$ cat config.mk
export PLATFORM = sky130hd
export DESIGN_NAME = cfgw_bank
export DESIGN_NICKNAME = d
export VERILOG_FILES = /design/src/cfgw_pkg.sv /design/src/cfgw_bank.sv
export VERILOG_INCLUDE_DIRS = /design/src
export SDC_FILE = /design/constraint.sdc
export NUM_CORES = 1
export LEC_CHECK = 0
export ABC_CLOCK_PERIOD_IN_PS = 3900
export BUFFER_PORTS_ARGS = -buffer_cell sky130_fd_sc_hd__clkbuf_2
export CORE_UTILIZATION = 50
export CTS_CLUSTER_SIZE = 8
export DETAILED_ROUTE_END_ITERATION = 10
export HOLD_SLACK_MARGIN = 0.02
export PLACE_DENSITY_LB_ADDON = 0.05
export SETUP_SLACK_MARGIN = 0.5
export SLEW_MARGIN = 15
export SYNTH_ARGS = -nofsm -noshare
export SYNTH_HDL_FRONTEND = slang
export SYNTH_SLANG_ARGS = --single-unit
$ cat constraint.sdc
create_clock -name CLOCK -period 3.9 [get_ports CLOCK]
set_clock_uncertainty 0.1 [all_clocks]
set_input_delay 0.195 -clock CLOCK [delete_from_list [all_inputs] [get_ports CLOCK]]
set_output_delay 0.195 -clock CLOCK [all_outputs]
set_load 0.02 [all_outputs]
$ cat src/cfgw_defs.svh
// Offsets, field positions and erased values of the configuration words
`ifndef CFGW_DEFS_SVH
`define CFGW_DEFS_SVH
// ----------------------------------------------------------------------
// Register byte offsets
// ----------------------------------------------------------------------
`define CFGW_OFS_WDT      8'h00
`define CFGW_OFS_POR      8'h04
`define CFGW_OFS_ICD      8'h08
`define CFGW_OFS_IVTL     8'h0C
`define CFGW_OFS_IVTH     8'h10
`define CFGW_OFS_CNTL     8'h14
`define CFGW_OFS_CNTH     8'h18
`define CFGW_OFS_DMT      8'h1C
`define CFGW_OFS_CTRL     8'h20
`define CFGW_OFS_STAT     8'h24
// ----------------------------------------------------------------------
// Implemented bit masks and values
// ----------------------------------------------------------------------
`define CFGW_ERASED       24'hFF_FFFF
`define CFGW_MSK_WDT      24'h00_FFFF
`define CFGW_MSK_POR      24'h00_0040
`define CFGW_MSK_ICD      24'h00_0023
`define CFGW_MSK_HALF     24'h00_FFFF
`define CFGW_MSK_DMT      24'h00_0001
`define CFGW_POR_RSV_VAL  24'h00_0430
`define CFGW_POR_RSV_MSK  24'h00_0430
`define CFGW_ICD_RSV_MSK  24'h00_0080
// ----------------------------------------------------------------------
// Field positions
// ----------------------------------------------------------------------
`define CFGW_B_HWEN       15
`define CFGW_B_WINDOW_DISABLE     7
`define CFGW_B_SELF_TEST_DISABLE    6
`define CFGW_B_DEBUG_PORT_ENABLE     5
`define CFGW_B_DEADMAN_DISABLE     0
`endif

$ cat src/cfgw_pkg.sv
// Types of the configuration word bank
package cfgw_pkg;
  typedef enum logic [1:0] {
    CFGW_CLK_RSV  = 2'h0,
    CFGW_CLK_PER  = 2'h1,
    CFGW_CLK_FAST = 2'h2,
    CFGW_CLK_LOW_POWER_RC_CLOCK = 2'h3
  } cfgw_clk_t;
  typedef enum logic [2:0] {
    CFGW_LOAD = 3'b001,
    CFGW_RUN  = 3'b010,
    CFGW_RESP = 3'b100
  } cfgw_state_t;
  typedef struct packed {
    logic        hw_enable;
    logic [31:0] divide;
    logic [1:0]  window_size_select;
    logic        window_mode;
    logic [2:0]  clk_onehot;
  } cfgw_wdt_t;
  typedef struct packed {
    logic [31:0] deadman_window_interval;
    logic [31:0] deadman_count_timeout;
    logic        deadman_enabled;
  } cfgw_dmt_t;
endpackage

$ cat src/cfgw_bank.sv
// Configuration word bank with Avalon-MM access and unit outputs
//
// The implementer's own choices: the register offsets and register access over Avalon-MM.
`timescale 1ns/10ps
`include "cfgw_defs.svh"
module cfgw_bank (
  // Clock and reset
  input  wire logic               CLOCK,
  input  wire logic               SYS_RST,
  input  wire logic               POR_FLAG,
  // Avalon-MM slave
  input  wire logic [7:0]         AVS_ADDRESS,
  input  wire logic               AVS_READ,
  input  wire logic               AVS_WRITE,
  input  wire logic [31:0]        AVS_WRITEDATA,
  input  wire logic [3:0]         AVS_BYTEENABLE,
  output logic      [31:0]        AVS_READDATA,
  output logic                    AVS_WAITREQUEST,
  output logic      [1:0]         AVS_RESPONSE,
  // Device state inputs (asynchronous)
  input  wire logic               SLEEPING,
  input  wire logic               SYSCLK_INTERNAL_OSCILLATOR,
  input  wire logic               WDT_SW_ON,
  input  wire logic               DMT_SW_ON,
  // Unit outputs
  output cfgw_pkg::cfgw_wdt_t     WDT_CFG,
  output cfgw_pkg::cfgw_dmt_t     DMT_CFG,
  output logic                    SELF_TEST_RUN,
  output logic                    DEBUG_PORT_ENABLE,
  output logic      [2:0]         DEBUG_PAIR_ONEHOT
);
  import cfgw_pkg::*;

  // --------------------------------------------------------------------
  // Helpers
  // --------------------------------------------------------------------
  function automatic logic [31:0] pow2(input logic [4:0] code);
    pow2 = 32'h0000_0001 << code;
  endfunction

  function automatic logic [23:0] rd_word(input logic [23:0] v,
                                          input logic [23:0] m);
    rd_word = v | ~m;
  endfunction

  // --------------------------------------------------------------------
  // Nonvolatile array and latched copies
  // --------------------------------------------------------------------
  // Parts leave the factory erased
  logic [23:0] nv_r [8] = '{default: `CFGW_ERASED};
  logic [23:0] lat_r [8];
  logic [23:0] msk [8];
  assign msk[0] = `CFGW_MSK_WDT;
  assign msk[1] = `CFGW_MSK_POR;
  assign msk[2] = `CFGW_MSK_ICD;
  assign msk[3] = `CFGW_MSK_HALF;
  assign msk[4] = `CFGW_MSK_HALF;
  assign msk[5] = `CFGW_MSK_HALF;
  assign msk[6] = `CFGW_MSK_HALF;
  assign msk[7] = `CFGW_MSK_DMT;

  cfgw_state_t state_r;
  logic [31:0] rdata_r;
  logic [1:0]  resp_r;
  logic        wait_r;

  // Synchronisers
  logic [3:0] s1_r;
  logic [3:0] s2_r;
  logic       por_s1_r;
  logic       por_s2_r;
  logic       por_lat_r;
  always_ff @(posedge CLOCK) begin
    s1_r     <= {DMT_SW_ON, WDT_SW_ON, SYSCLK_INTERNAL_OSCILLATOR, SLEEPING};
    s2_r     <= s1_r;
    por_s1_r <= POR_FLAG;
    por_s2_r <= por_s1_r;
  end

  // Decode
  logic        hit_word;
  logic [2:0]  widx;
  logic        wr_req;
  logic        rd_req;
  assign widx     = AVS_ADDRESS[4:2];
  assign hit_word = (AVS_ADDRESS[1:0] == 2'h0) &&
                    (AVS_ADDRESS < `CFGW_OFS_CTRL);
  assign wr_req   = AVS_WRITE && (state_r == CFGW_RUN);
  assign rd_req   = AVS_READ && (state_r == CFGW_RUN);

  logic [23:0] be_mask;
  assign be_mask = {{8{AVS_BYTEENABLE[2]}}, {8{AVS_BYTEENABLE[1]}},
                    {8{AVS_BYTEENABLE[0]}}};

  // --------------------------------------------------------------------
  // Programming: only clears bits; erase sets all to one
  // --------------------------------------------------------------------
  logic [23:0] rsv_keep [8];
  genvar gi;
  generate
    for (gi = 0; gi < 8; gi++) begin : g_nv
      always_ff @(posedge CLOCK) begin
        if (wr_req && (AVS_ADDRESS == `CFGW_OFS_CTRL) &&
            AVS_BYTEENABLE[0] && AVS_WRITEDATA[0]) begin
          nv_r[gi] <= `CFGW_ERASED;
        end else if (wr_req && hit_word && (widx == 3'(gi))) begin
          nv_r[gi] <= nv_r[gi] &
                      ~(~AVS_WRITEDATA[23:0] & be_mask & msk[gi]);
        end
      end
      assign rsv_keep[gi] = nv_r[gi];
      // Fields latch in the cycle after reset release and then hold
      always_ff @(posedge CLOCK) begin
        if (SYS_RST) begin
          lat_r[gi] <= `CFGW_ERASED;
        end else if (state_r == CFGW_LOAD) begin
          lat_r[gi] <= nv_r[gi] & msk[gi];
        end
      end
    end
  endgenerate

  // Power-on flag caught after reset release
  always_ff @(posedge CLOCK) begin
    if (state_r == CFGW_LOAD) begin
      por_lat_r <= por_s2_r;
    end
  end

  // --------------------------------------------------------------------
  // Bus state machine
  // --------------------------------------------------------------------
  always_ff @(posedge CLOCK) begin
    if (SYS_RST) begin
      state_r <= CFGW_LOAD;
    end else begin
      unique case (state_r)
        CFGW_LOAD: state_r <= CFGW_RUN;
        CFGW_RUN:  if (AVS_READ || AVS_WRITE) state_r <= CFGW_RESP;
        CFGW_RESP: state_r <= CFGW_RUN;
        default:   state_r <= CFGW_LOAD;
      endcase
    end
  end

  always_ff @(posedge CLOCK) begin
    if (SYS_RST) begin
      wait_r <= 1'b1;
    end else begin
      wait_r <= !((state_r == CFGW_RUN) && (AVS_READ || AVS_WRITE));
    end
  end

  always_ff @(posedge CLOCK) begin
    if (SYS_RST) begin
      rdata_r <= 32'h0000_0000;
      resp_r  <= 2'h0;
    end else if (rd_req) begin
      resp_r <= 2'h0;
      if (hit_word) begin
        rdata_r <= {8'h00, rd_word(nv_r[widx], msk[widx])};
      end else if (AVS_ADDRESS == `CFGW_OFS_CTRL) begin
        rdata_r <= 32'h0000_0000;
      end else if (AVS_ADDRESS == `CFGW_OFS_STAT) begin
        rdata_r <= {29'h0000_0000, por_lat_r,
                    (rsv_keep[2] & `CFGW_ICD_RSV_MSK) != 24'h00_0000,
                    (rsv_keep[1] & `CFGW_POR_RSV_MSK) ==
                     `CFGW_POR_RSV_VAL};
      end else begin
        rdata_r <= 32'h0000_0000;
        resp_r  <= 2'h2;
      end
    end else if (wr_req) begin
      resp_r <= (hit_word || (AVS_ADDRESS == `CFGW_OFS_CTRL)) ?
                2'h0 : 2'h2;
    end
  end

  // --------------------------------------------------------------------
  // Unit outputs
  // --------------------------------------------------------------------
  logic [23:0] w;
  logic        win_mode;
  assign w        = lat_r[0];
  assign win_mode = ~w[`CFGW_B_WINDOW_DISABLE];

  always_ff @(posedge CLOCK) begin
    if (SYS_RST) begin
      WDT_CFG <= '0;
    end else begin
      WDT_CFG.hw_enable <= w[`CFGW_B_HWEN] | s2_r[2];
      WDT_CFG.divide <= s2_r[0] ? pow2(w[14:10]) : pow2(w[4:0]);
      WDT_CFG.window_size_select <= w[9:8];
      WDT_CFG.window_mode <= win_mode;
      // One-hot: {peripheral, fast RC, low-power RC}
      unique case (cfgw_clk_t'(w[6:5]))
        CFGW_CLK_FAST: WDT_CFG.clk_onehot <=
          (win_mode && !s2_r[1] && !s2_r[0]) ? 3'b010 : 3'b001;
        CFGW_CLK_PER:  WDT_CFG.clk_onehot <=
          (!s2_r[1] && !s2_r[0]) ? 3'b100 : 3'b001;
        default:       WDT_CFG.clk_onehot <= 3'b001;
      endcase
    end
  end

  always_ff @(posedge CLOCK) begin
    if (SYS_RST) begin
      DMT_CFG <= '0;
    end else begin
      DMT_CFG.deadman_window_interval <=
        {lat_r[4][15:0], lat_r[3][15:0]};
      DMT_CFG.deadman_count_timeout <=
        {lat_r[6][15:0], lat_r[5][15:0]};
      DMT_CFG.deadman_enabled <=
        ~lat_r[7][`CFGW_B_DEADMAN_DISABLE] | s2_r[3];
    end
  end

  always_ff @(posedge CLOCK) begin
    if (SYS_RST) begin
      SELF_TEST_RUN     <= 1'b0;
      DEBUG_PORT_ENABLE <= 1'b0;
      DEBUG_PAIR_ONEHOT <= 3'b000;
    end else begin
      SELF_TEST_RUN <= (state_r == CFGW_LOAD) && por_s2_r &&
                       !nv_r[1][`CFGW_B_SELF_TEST_DISABLE];
      DEBUG_PORT_ENABLE <= lat_r[2][`CFGW_B_DEBUG_PORT_ENABLE];
      unique case (lat_r[2][1:0])
        2'h3:    DEBUG_PAIR_ONEHOT <= 3'b001;
        2'h2:    DEBUG_PAIR_ONEHOT <= 3'b010;
        2'h1:    DEBUG_PAIR_ONEHOT <= 3'b100;
        default: DEBUG_PAIR_ONEHOT <= 3'b000;
      endcase
    end
  end

  assign AVS_READDATA    = rdata_r;
  assign AVS_WAITREQUEST = wait_r;
  assign AVS_RESPONSE    = resp_r;
endmodule // cfgw_bank

==> summary.md, run 1 <==
| Metric | Value |
|---|---|
| Final #Nets | `around 1100` |
| Full die area | `about 0.024 mm²` |
| M2 GR Usage | `0.3687` |
| Fmax | `360.3 MHz` |
| CP Max Fanout | `17` |
| Worst IR drop on VDD | `roughly 370 µV` |
| Run status | `completed` |
| Boundary pin count | `roughly 200` |
| Post-route ant nets | `0` |
| EDFF count, synth | `170` |
| Drt total wl | `around 26000 µm` |
| # rows | `between 50 and 60` |
| Max Slew Vio Count | `0` |
| P per Cell Area | `571.4 mW/mm²` |
| R2r setup slk | `1.12 ns` |
| Final Cycle Share | `0.7117` |
| Fraction of registers with async set/reset | `0` |
| # diodes | `0` |
| Mapped Area | `roughly 0.012 mm²` |
| Post-Syn Area per Cell | `between 10 and 15 µm²` |
| Starting Density | `0.5122` |
| Critical path type | `reg2reg` |
| Die W | `154.8 µm` |
| Antenna violations before repair | `0` |
| Via Count | `~7300` |
| Area growth syn-to-layout | `20.21%` |
| Top FF cell, synth | `edfxtp_1` |
| Clk root buf | `clkbuf_16` |
| Final hold slack | `~0.12 ns` |
| Gate Count Post-Synth | `868` |
| Setup TNS | `0 ns` |
| Sequential fraction of the synthesis area | `0.6795` |
| GRT met1 Usage | `0.2953` |
| Rel. slew slack | `0.3146` |
| CP Launch Type | `register` |
| Fillcell total | `between 1500 and 2000` |
| #FFs+latches synth | `just over 300` |
| Final Hold Vio Count | `0` |
| Setup ws final | `~1.1 ns` |
| Pre-CTS WS | `around 1.1 ns` |
| DRC | `0` |
| Port bufs | `around 170` |
| Congestion Overflow GR | `0` |
| Largest net degree at the start of global routing | `73` |
| Dpl hpwl | `roughly 18000 µm` |
| Max-cap viol count | `0` |
| TritonCTS clock tree | `done` |
| Most frequent cells in the layout | `170 x edfxtp_1, 168 x clkbuf_2, 141 x dfxtp_1` |
| Slowest stage cell, crit path | `nand2_1` |
| Slowest cell delay on critical path | `~0.74 ns` |
| Final GP Congestion | `around 0.83` |
| TritonRoute pass-1 iters | `5` |
| CTS Hold Bufs | `8` |
| CTS sink cnt | `311` |
| Global route hottest layer | `met2` |
| Critical path required time | `3.95 ns` |
| Worst slew pin tran | `roughly 1 ns` |
| Crit-path cells | `nand4bb_1 > nor2_2 > nand3_2 > nand2_1` |
| Clock Path Buffers | `3` |
| Data arrival, critical path | `between 2 and 3 ns` |
| Synth Warn # | `0` |
| Critical path endpoint category | `register` |
| Final setup viols | `0` |
| Share of cells above drive strength 1 | `0.2442` |
| GR Util All Layers | `0.2209` |
| Via density | `5.230` |
| Layout Cells excl Fill | `between 1000 and 1500` |
| Setup bufs post-CTS | `0` |
| DRT iter0 DRCs | `approximately 440` |
| CTS buffer count | `44` |
| M3 GR Usage | `0.03362` |
| Commonest non-fill, non-tap cell in the layout | `edfxtp_1` |
| Core Area | `0.02278 mm²` |
| Clk_lat worst skew | `0.52 ns` |
| Die Y | `~150 µm` |
| RSZ-0062 raised after global routing | `no` |
| Clock slew at reported path FFs | `approximately 0.05 ns` |
| DR WL/cell | `18.79 µm` |
| Hold WC Path Type | `in2reg` |
| # H-tree levels | `2` |
| Final Util | `0.6158` |
| Global-route wire length before repair | `40040 µm` |
| Largest area contributor in the netlist | `edfxtp_1` |
| Share of the synthesized area in the top cell type | `0.4375` |
| Largest cells by area after synthesis | `edfxtp_1 44%, dfxtp_1 24%, a21o_1 6.5%, nand2b_1 4.9%, nor2b_1 3.7%` |
| Post-synthesis cell type count | `57` |
| Vias in the first global route | `around 7000` |
| Cells after DPL | `1308` |
| Min cycle time layout | `2.776 ns` |
| Leak | `roughly 5.8 nW` |
| Post_cts resized | `0` |
[cell families (layout without fill, tap and decap cells)]
logic type                 Yosys count  count (layout)  share of synthesized area
DFF                                311             311                     0.6795
and+or+nand+nor                    281             281                     0.1437
AOI/OAI and AO/OA                  169             169                     0.1112
buffers and inverters               71             272                    0.03045
muxes                               28              28                    0.02735
adders and majority gates            7               7                   0.007506
other                                1               9                  0.0003214
[sequential cells by signal (all words and copies together) (netlist names)]
register,cells
s2_r,4
s1_r,4
DEBUG_PAIR_ONEHOT,3
AVS_READDATA,17
lat_r,84
SELF_TEST_RUN,1
por_s2_r,1
por_s1_r,1
AVS_WAITREQUEST,1
DEBUG_PORT_ENABLE,1
state_r,3
por_lat_r,1
nv_r,85
AVS_RESPONSE,1
WDT_CFG,39
DMT_CFG,65
[area by class of cell]
type                       instances  area (µm²)  area share
sequential                       311        7928      0.5652
inverter                          10       37.54    0.002676
multi-input combinational        494        3423      0.2441
clock buffer                      74        1235     0.08805
timing repair buffer             188        1011     0.07208
tap                              313       391.6     0.02792
[synthesized netlist by cell type, types with 2 or more instances]
library cell	instances
a21o_1	101
a21oi_1	8
a22o_1	11
a32o_1	2
and3b_1	2
buf_1	6
buf_2	5
buf_4	16
buf_6	3
clkbuf_1	31
dfxtp_1	141
edfxtp_1	170
ha_1	7
inv_1	9
mux2_2	21
mux2i_1	6
nand2_1	28
nand2_4	2
nand2b_1	91
nand3_1	14
nand3_2	2
nand3b_1	3
nand4bb_1	2
nor2_1	29
nor2b_1	69
nor3_1	17
nor3b_1	2
nor4_1	2
nor4_4	3
o21a_1	2
o21ai_0	3
o221ai_1	25
o22ai_1	4
o2bb2ai_1	2
or2_2	4
or3_1	4
[through the flow]
stage	power, mW	cell area [µm²]
after floorplan	4.401	11700
after global placement	4.664	12710
after detailed placement	4.674	12710
after CTS	8.091	14030
after global routing	8.306	14030
final	8.015	14030
[layer usage]
| metal | wire length, µm | vias up |
|---|---|---|
| met3 | 1277 | 44 |
| met2 | 12880 | 217 |
| li1 | - | 3471 |
| met4 | 585 | 0 |
| met1 | 11390 | 3538 |
| met5 | 0 | - |
[path summary, 6_finish.rpt]
path                  start               to  depth (start not counted)
min          AVS_ADDRESS[0]  AVS_READDATA[1]                          4
max              state_r[2]      nv_r[0][10]                          4
min reg2reg         s1_r[2]          s2_r[2]                          0
max reg2reg      state_r[2]      nv_r[0][10]                          4
[critical path: cells and delay by family (launching register included)]
| kind | cells | cell delay (ns) |
|---|---|---|
| and+or+nand+nor | 4 | 1.93 |
| DFF | 1 | 0.37 |
[where the power goes]
| part | internal (mW) | total [mW] | switching (mW) |
|---|---|---|---|
| Sequential | 3.76 | 3.84 | 0.0739 |
| Clock | 2.12 | 3.41 | 1.29 |
| Combinational | 0.252 | 0.770 | 0.519 |
(Power assumes the default switching activity.)
==> run 2, diff against run 1 <==
- ABC_AREA: default -> 1
- ABC_CLOCK_PERIOD_IN_PS: 3900 -> 2500
- clock period: 3.9 -> 2.5 ns (I/O delays scaled with it)
==> summary.md, run 2 <==
| Metric | Value |
|---|---|
| Fillcell total | `2009 (+9.7%)` |
| CP Max Fanout | `20 (+3)` |
| Sw frac | `0.2603 (+0.02571)` |
| Pre-CTS WS | `0.5309 ns (-0.5885 ns)` |
| P per Cell Area | `939.6 mW/mm² (+64%)` |
| Setup ws final | `0.6011 ns (-0.5234 ns)` |
| Mapped Area | `0.01187 mm² (+1.8%)` |
| Most frequent cells in the layout | `181 x nand2_1, 175 x inv_1, 170 x edfxtp_1` |
| Synth Warn # | `0 (unchanged)` |
| Die W | `156.1 µm (+0.87%)` |
| Reg-to-reg startpoint | `state_r[2]` |
| Area growth syn-to-layout | `22.34%` |
| Clock Path Buffers | `3 (unchanged)` |
| R2r setup slk | `0.60 ns (-0.52 ns)` |
| Critical path endpoint category | `register` |
| Boundary pin count | `197 (unchanged)` |
| Drt total wl | `27500 µm (+5.3%)` |
| Largest cells by area after synthesis | `edfxtp_1 43%, dfxtp_1 24%, nand2_1 5.8%, inv_1 5.5%, o21ai_0 5.1%` |
| Post-route ant nets | `0 (unchanged)` |
| Fmax | `526.6 MHz (+46%)` |
| Sequential cell fraction of total power | `0.468 (-0.011)` |
| Post-synthesis cell type count | `34 (-40%)` |
| Biggest regs | `nv_r (85), lat_r (84), DMT_CFG (65)` |
| Critical path type | `reg2reg` |
| #FFs+latches synth | `311 (unchanged)` |
| Gate power share | `0.134 (+0.038)` |
| # H-tree levels | `2 (unchanged)` |
| Final setup viols | `0 (unchanged)` |
| Max reg flops | `85 (unchanged)` |
| TritonCTS clock tree | `done` |
| Cell with the most instances after synthesis | `nand2_1` |
| Sw power | `3.553 mW (+89%)` |
| Slowest cell delay on critical path | `0.55 ns (-0.19 ns)` |
| Die Y | `156.1 µm (+0.87%)` |
| Crit path to | `AVS_RESPONSE[1]` |
| Congestion Overflow GR | `0 (unchanged)` |
| Leak | `6.316 nW (+8.9%)` |
| Fraction of registers with async set/reset | `0 (unchanged)` |
| Clock share of power | `0.398 (-0.027)` |
| Hold WC Path Type | `in2reg` |
| Largest area contributor in the netlist | `edfxtp_1` |
| Worst slew pin tran | `0.7768 ns (-0.2226 ns)` |
| Crit path from | `state_r[2]` |
| Global-route wire length before repair | `42640 µm (+6.5%)` |
| Largest net degree at the start of global routing | `85 (+16%)` |
| Rel. slew slack | `0.4802 (+0.1656)` |
| Clk_lat worst skew | `0.52 ns (about the same)` |
| Port bufs | `169 (unchanged)` |
| CP Launch Type | `register` |
| Post-Syn Area per Cell | `10.22 µm² (-24%)` |
| Data arrival, critical path | `2.20 ns (-0.62 ns)` |
| Worst IR drop on VDD | `516.1 µV (+39%)` |
| Via density | `4.901 (-6.3%)` |
| Gate Count Post-Synth | `1162 (+34%)` |
| Top FF cell, synth | `edfxtp_1` |
| Share of cells above drive strength 1 | `0.2004 (-0.04377)` |
| Core Area | `0.02340 mm² (+2.7%)` |
| # rows | `56 (+1.8%)` |
| Cells after DPL | `1617 (+24%)` |
| Final Hold Vio Count | `0 (unchanged)` |
| Setup TNS | `0 ns (unchanged)` |
| GR Util All Layers | `0.2297 (+0.008845)` |
| DRT iter0 DRCs | `710 (+60%)` |
| DRC | `0 (unchanged)` |
| Slowest stage cell, crit path | `dlygate4sd3_1` |
| Critical R2R Capture | `AVS_RESPONSE[1]` |
| Cell internal pwr | `10.10 mW (+65%)` |
| Antenna violations before repair | `0 (unchanged)` |
| Max Slew Vio Count | `0 (unchanged)` |
| Final Util | `0.6207 (+0.004958)` |
| Vias in the first global route | `7933 (+13%)` |
| DR WL/cell | `15.98 µm (-15%)` |
| # diodes | `0 (unchanged)` |
| Share of the synthesized area in the top cell type | `0.4299 (-0.007607)` |
| Final GP Congestion | `0.8733 (+5.5%)` |
| Max-cap viol count | `0 (unchanged)` |
| Final hold slack | `0.03954 ns (-0.08120 ns)` |
| Final Cycle Share | `0.7595 (+0.04788)` |
| Run status | `completed` |
| RSZ-0062 raised after global routing | `no` |
| CTS buffer count | `44 (unchanged)` |
| Worst r2r path cells | `7 (+3)` |
| TritonRoute pass-1 iters | `5 (unchanged)` |
| Crit-path cells | `inv_1 > nand4_1 > buf_4 > nand2_1 > o21ai_0 > a21oi_1 > dlygate4sd3_1` |
| Min cycle time layout | `1.899 ns (-0.8766 ns)` |
| Full die area | `0.02437 mm² (+1.8%)` |
| Commonest non-fill, non-tap cell in the layout | `nand2_1` |
| Clock slew at reported path FFs | `0.05 ns (about the same)` |
| CTS sink cnt | `311 (unchanged)` |
| Top cells by instance count after synthesis | `182 x nand2_1, 175 x inv_1, 170 x edfxtp_1, 147 x nor2_1, 141 x dfxtp_1` |
| Layout Cells excl Fill | `1721 (+24%)` |
| Dpl hpwl | `18270 µm (+4.3%)` |
| Final #Nets | `1431 (+29%)` |
| Via Count | `8435 (+16%)` |
| Sequential fraction of the synthesis area | `0.6677 (-0.01181)` |
| Starting Density | `0.5074 (-0.004844)` |
| Clk root buf | `clkbuf_16` |
| EDFF count, synth | `170 (unchanged)` |
| Register bank with the most flops | `nv_r` |
| Critical path required time | `2.80 ns (-1.15 ns)` |
==> run 2: logic make-up (layout without fill, tap and decap cells) <==
group                    Yosys count  count (layout)  synth area share
buffers and inverters            251             483           0.09157
other                              1               9         0.0003158
AO/OA/AOI/OAI                    188             188           0.08304
multiplexers                       1               1         0.0008430
adder cells (fa/ha/maj)            7               7          0.007376
AND/OR/NAND/NOR                  403             403            0.1492
flip-flops                       311             311            0.6677
==> run 2: what timing repair did <==
| action | CTS | global route |
|---|---|---|
| hold endpoints to repair | 93 | 0 |
| setup buffers | 0 | 0 |
| hold buffers | 27 | 0 |
| gates resized for setup | 0 | 1 |
| endpoints found under the setup margin | 0 | 64 |
==> run 2: area by class of cell <==
| cell class | count | area [µm²] | area share |
|---|---|---|---|
| Timing Repair Buffer | 218 | 1309 | 0.09010 |
| Tap cell | 319 | 399.1 | 0.02748 |
| Clock buffer | 76 | 1264 | 0.08699 |
| Inverter | 188 | 705.7 | 0.04858 |
| Sequential cell | 311 | 7928 | 0.5457 |
| Multi-Input combinational cell | 608 | 2905 | 0.2000 |
| Clock inverter | 1 | 16.27 | 0.001120 |
==> run 2: power by group through the flow <==
stage | Combinational [mW] | Sequential [mW] | Clock (mW)
6_report | 1.83 | 6.39 | 5.43
3_3_place_gp | 1.78 | 6.48 | 0
3_5_place_dp | 1.81 | 6.49 | 0
5_1_grt | 2.04 | 6.45 | 5.74
4_1_cts | 1.85 | 6.39 | 5.53
2_1_floorplan | 0.915 | 6.74 | 0
==> run 2: per-stage QoR <==
| stage | area, µm² | power [mW] |
|---|---|---|
| 6_report | 14530 | 13.65 |
| 5_1_grt | 14530 | 14.23 |
| 4_1_cts | 14520 | 13.78 |
| 3_5_place_dp | 12970 | 8.299 |
| 3_3_place_gp | 12970 | 8.261 |
| 2_1_floorplan | 11920 | 7.654 |
==> run 2: how the worst min path moves through the flow <==
stage	start	slack (ns)	depth (start not counted)	to
after global placement	POR_FLAG	0.13	1	por_s1_r
after floorplan	POR_FLAG	0.05	0	por_s1_r
after detailed placement	WDT_SW_ON	0.13	1	s1_r[2]
after CTS	AVS_ADDRESS[1]	0.03	7	AVS_READDATA[1]
after global routing	AVS_ADDRESS[5]	0.09	7	AVS_READDATA[1]
final	AVS_ADDRESS[1]	0.04	7	AVS_READDATA[1]
==> run 2: worst max-delay path: cells and delay by family, from the launching register on <==
kind	cells	cell delay [ns]
and+or+nand+nor	2	0.22
buffers and inverters	3	0.89
AOI/OAI and AO/OA	2	0.20
DFF	1	0.36
==> run 2: metal layers <==
| metal | up-vias | global-route usage | wire length (µm) |
|---|---|---|---|
| met2 | 341 | 0.3629 | 12670 |
| li1 | 4128 | - | - |
| met5 | - | 0 | 0 |
| met1 | 3906 | 0.3141 | 12010 |
| met3 | 60 | 0.04000 | 1958 |
| met4 | 0 | 0.09430 | 866 |
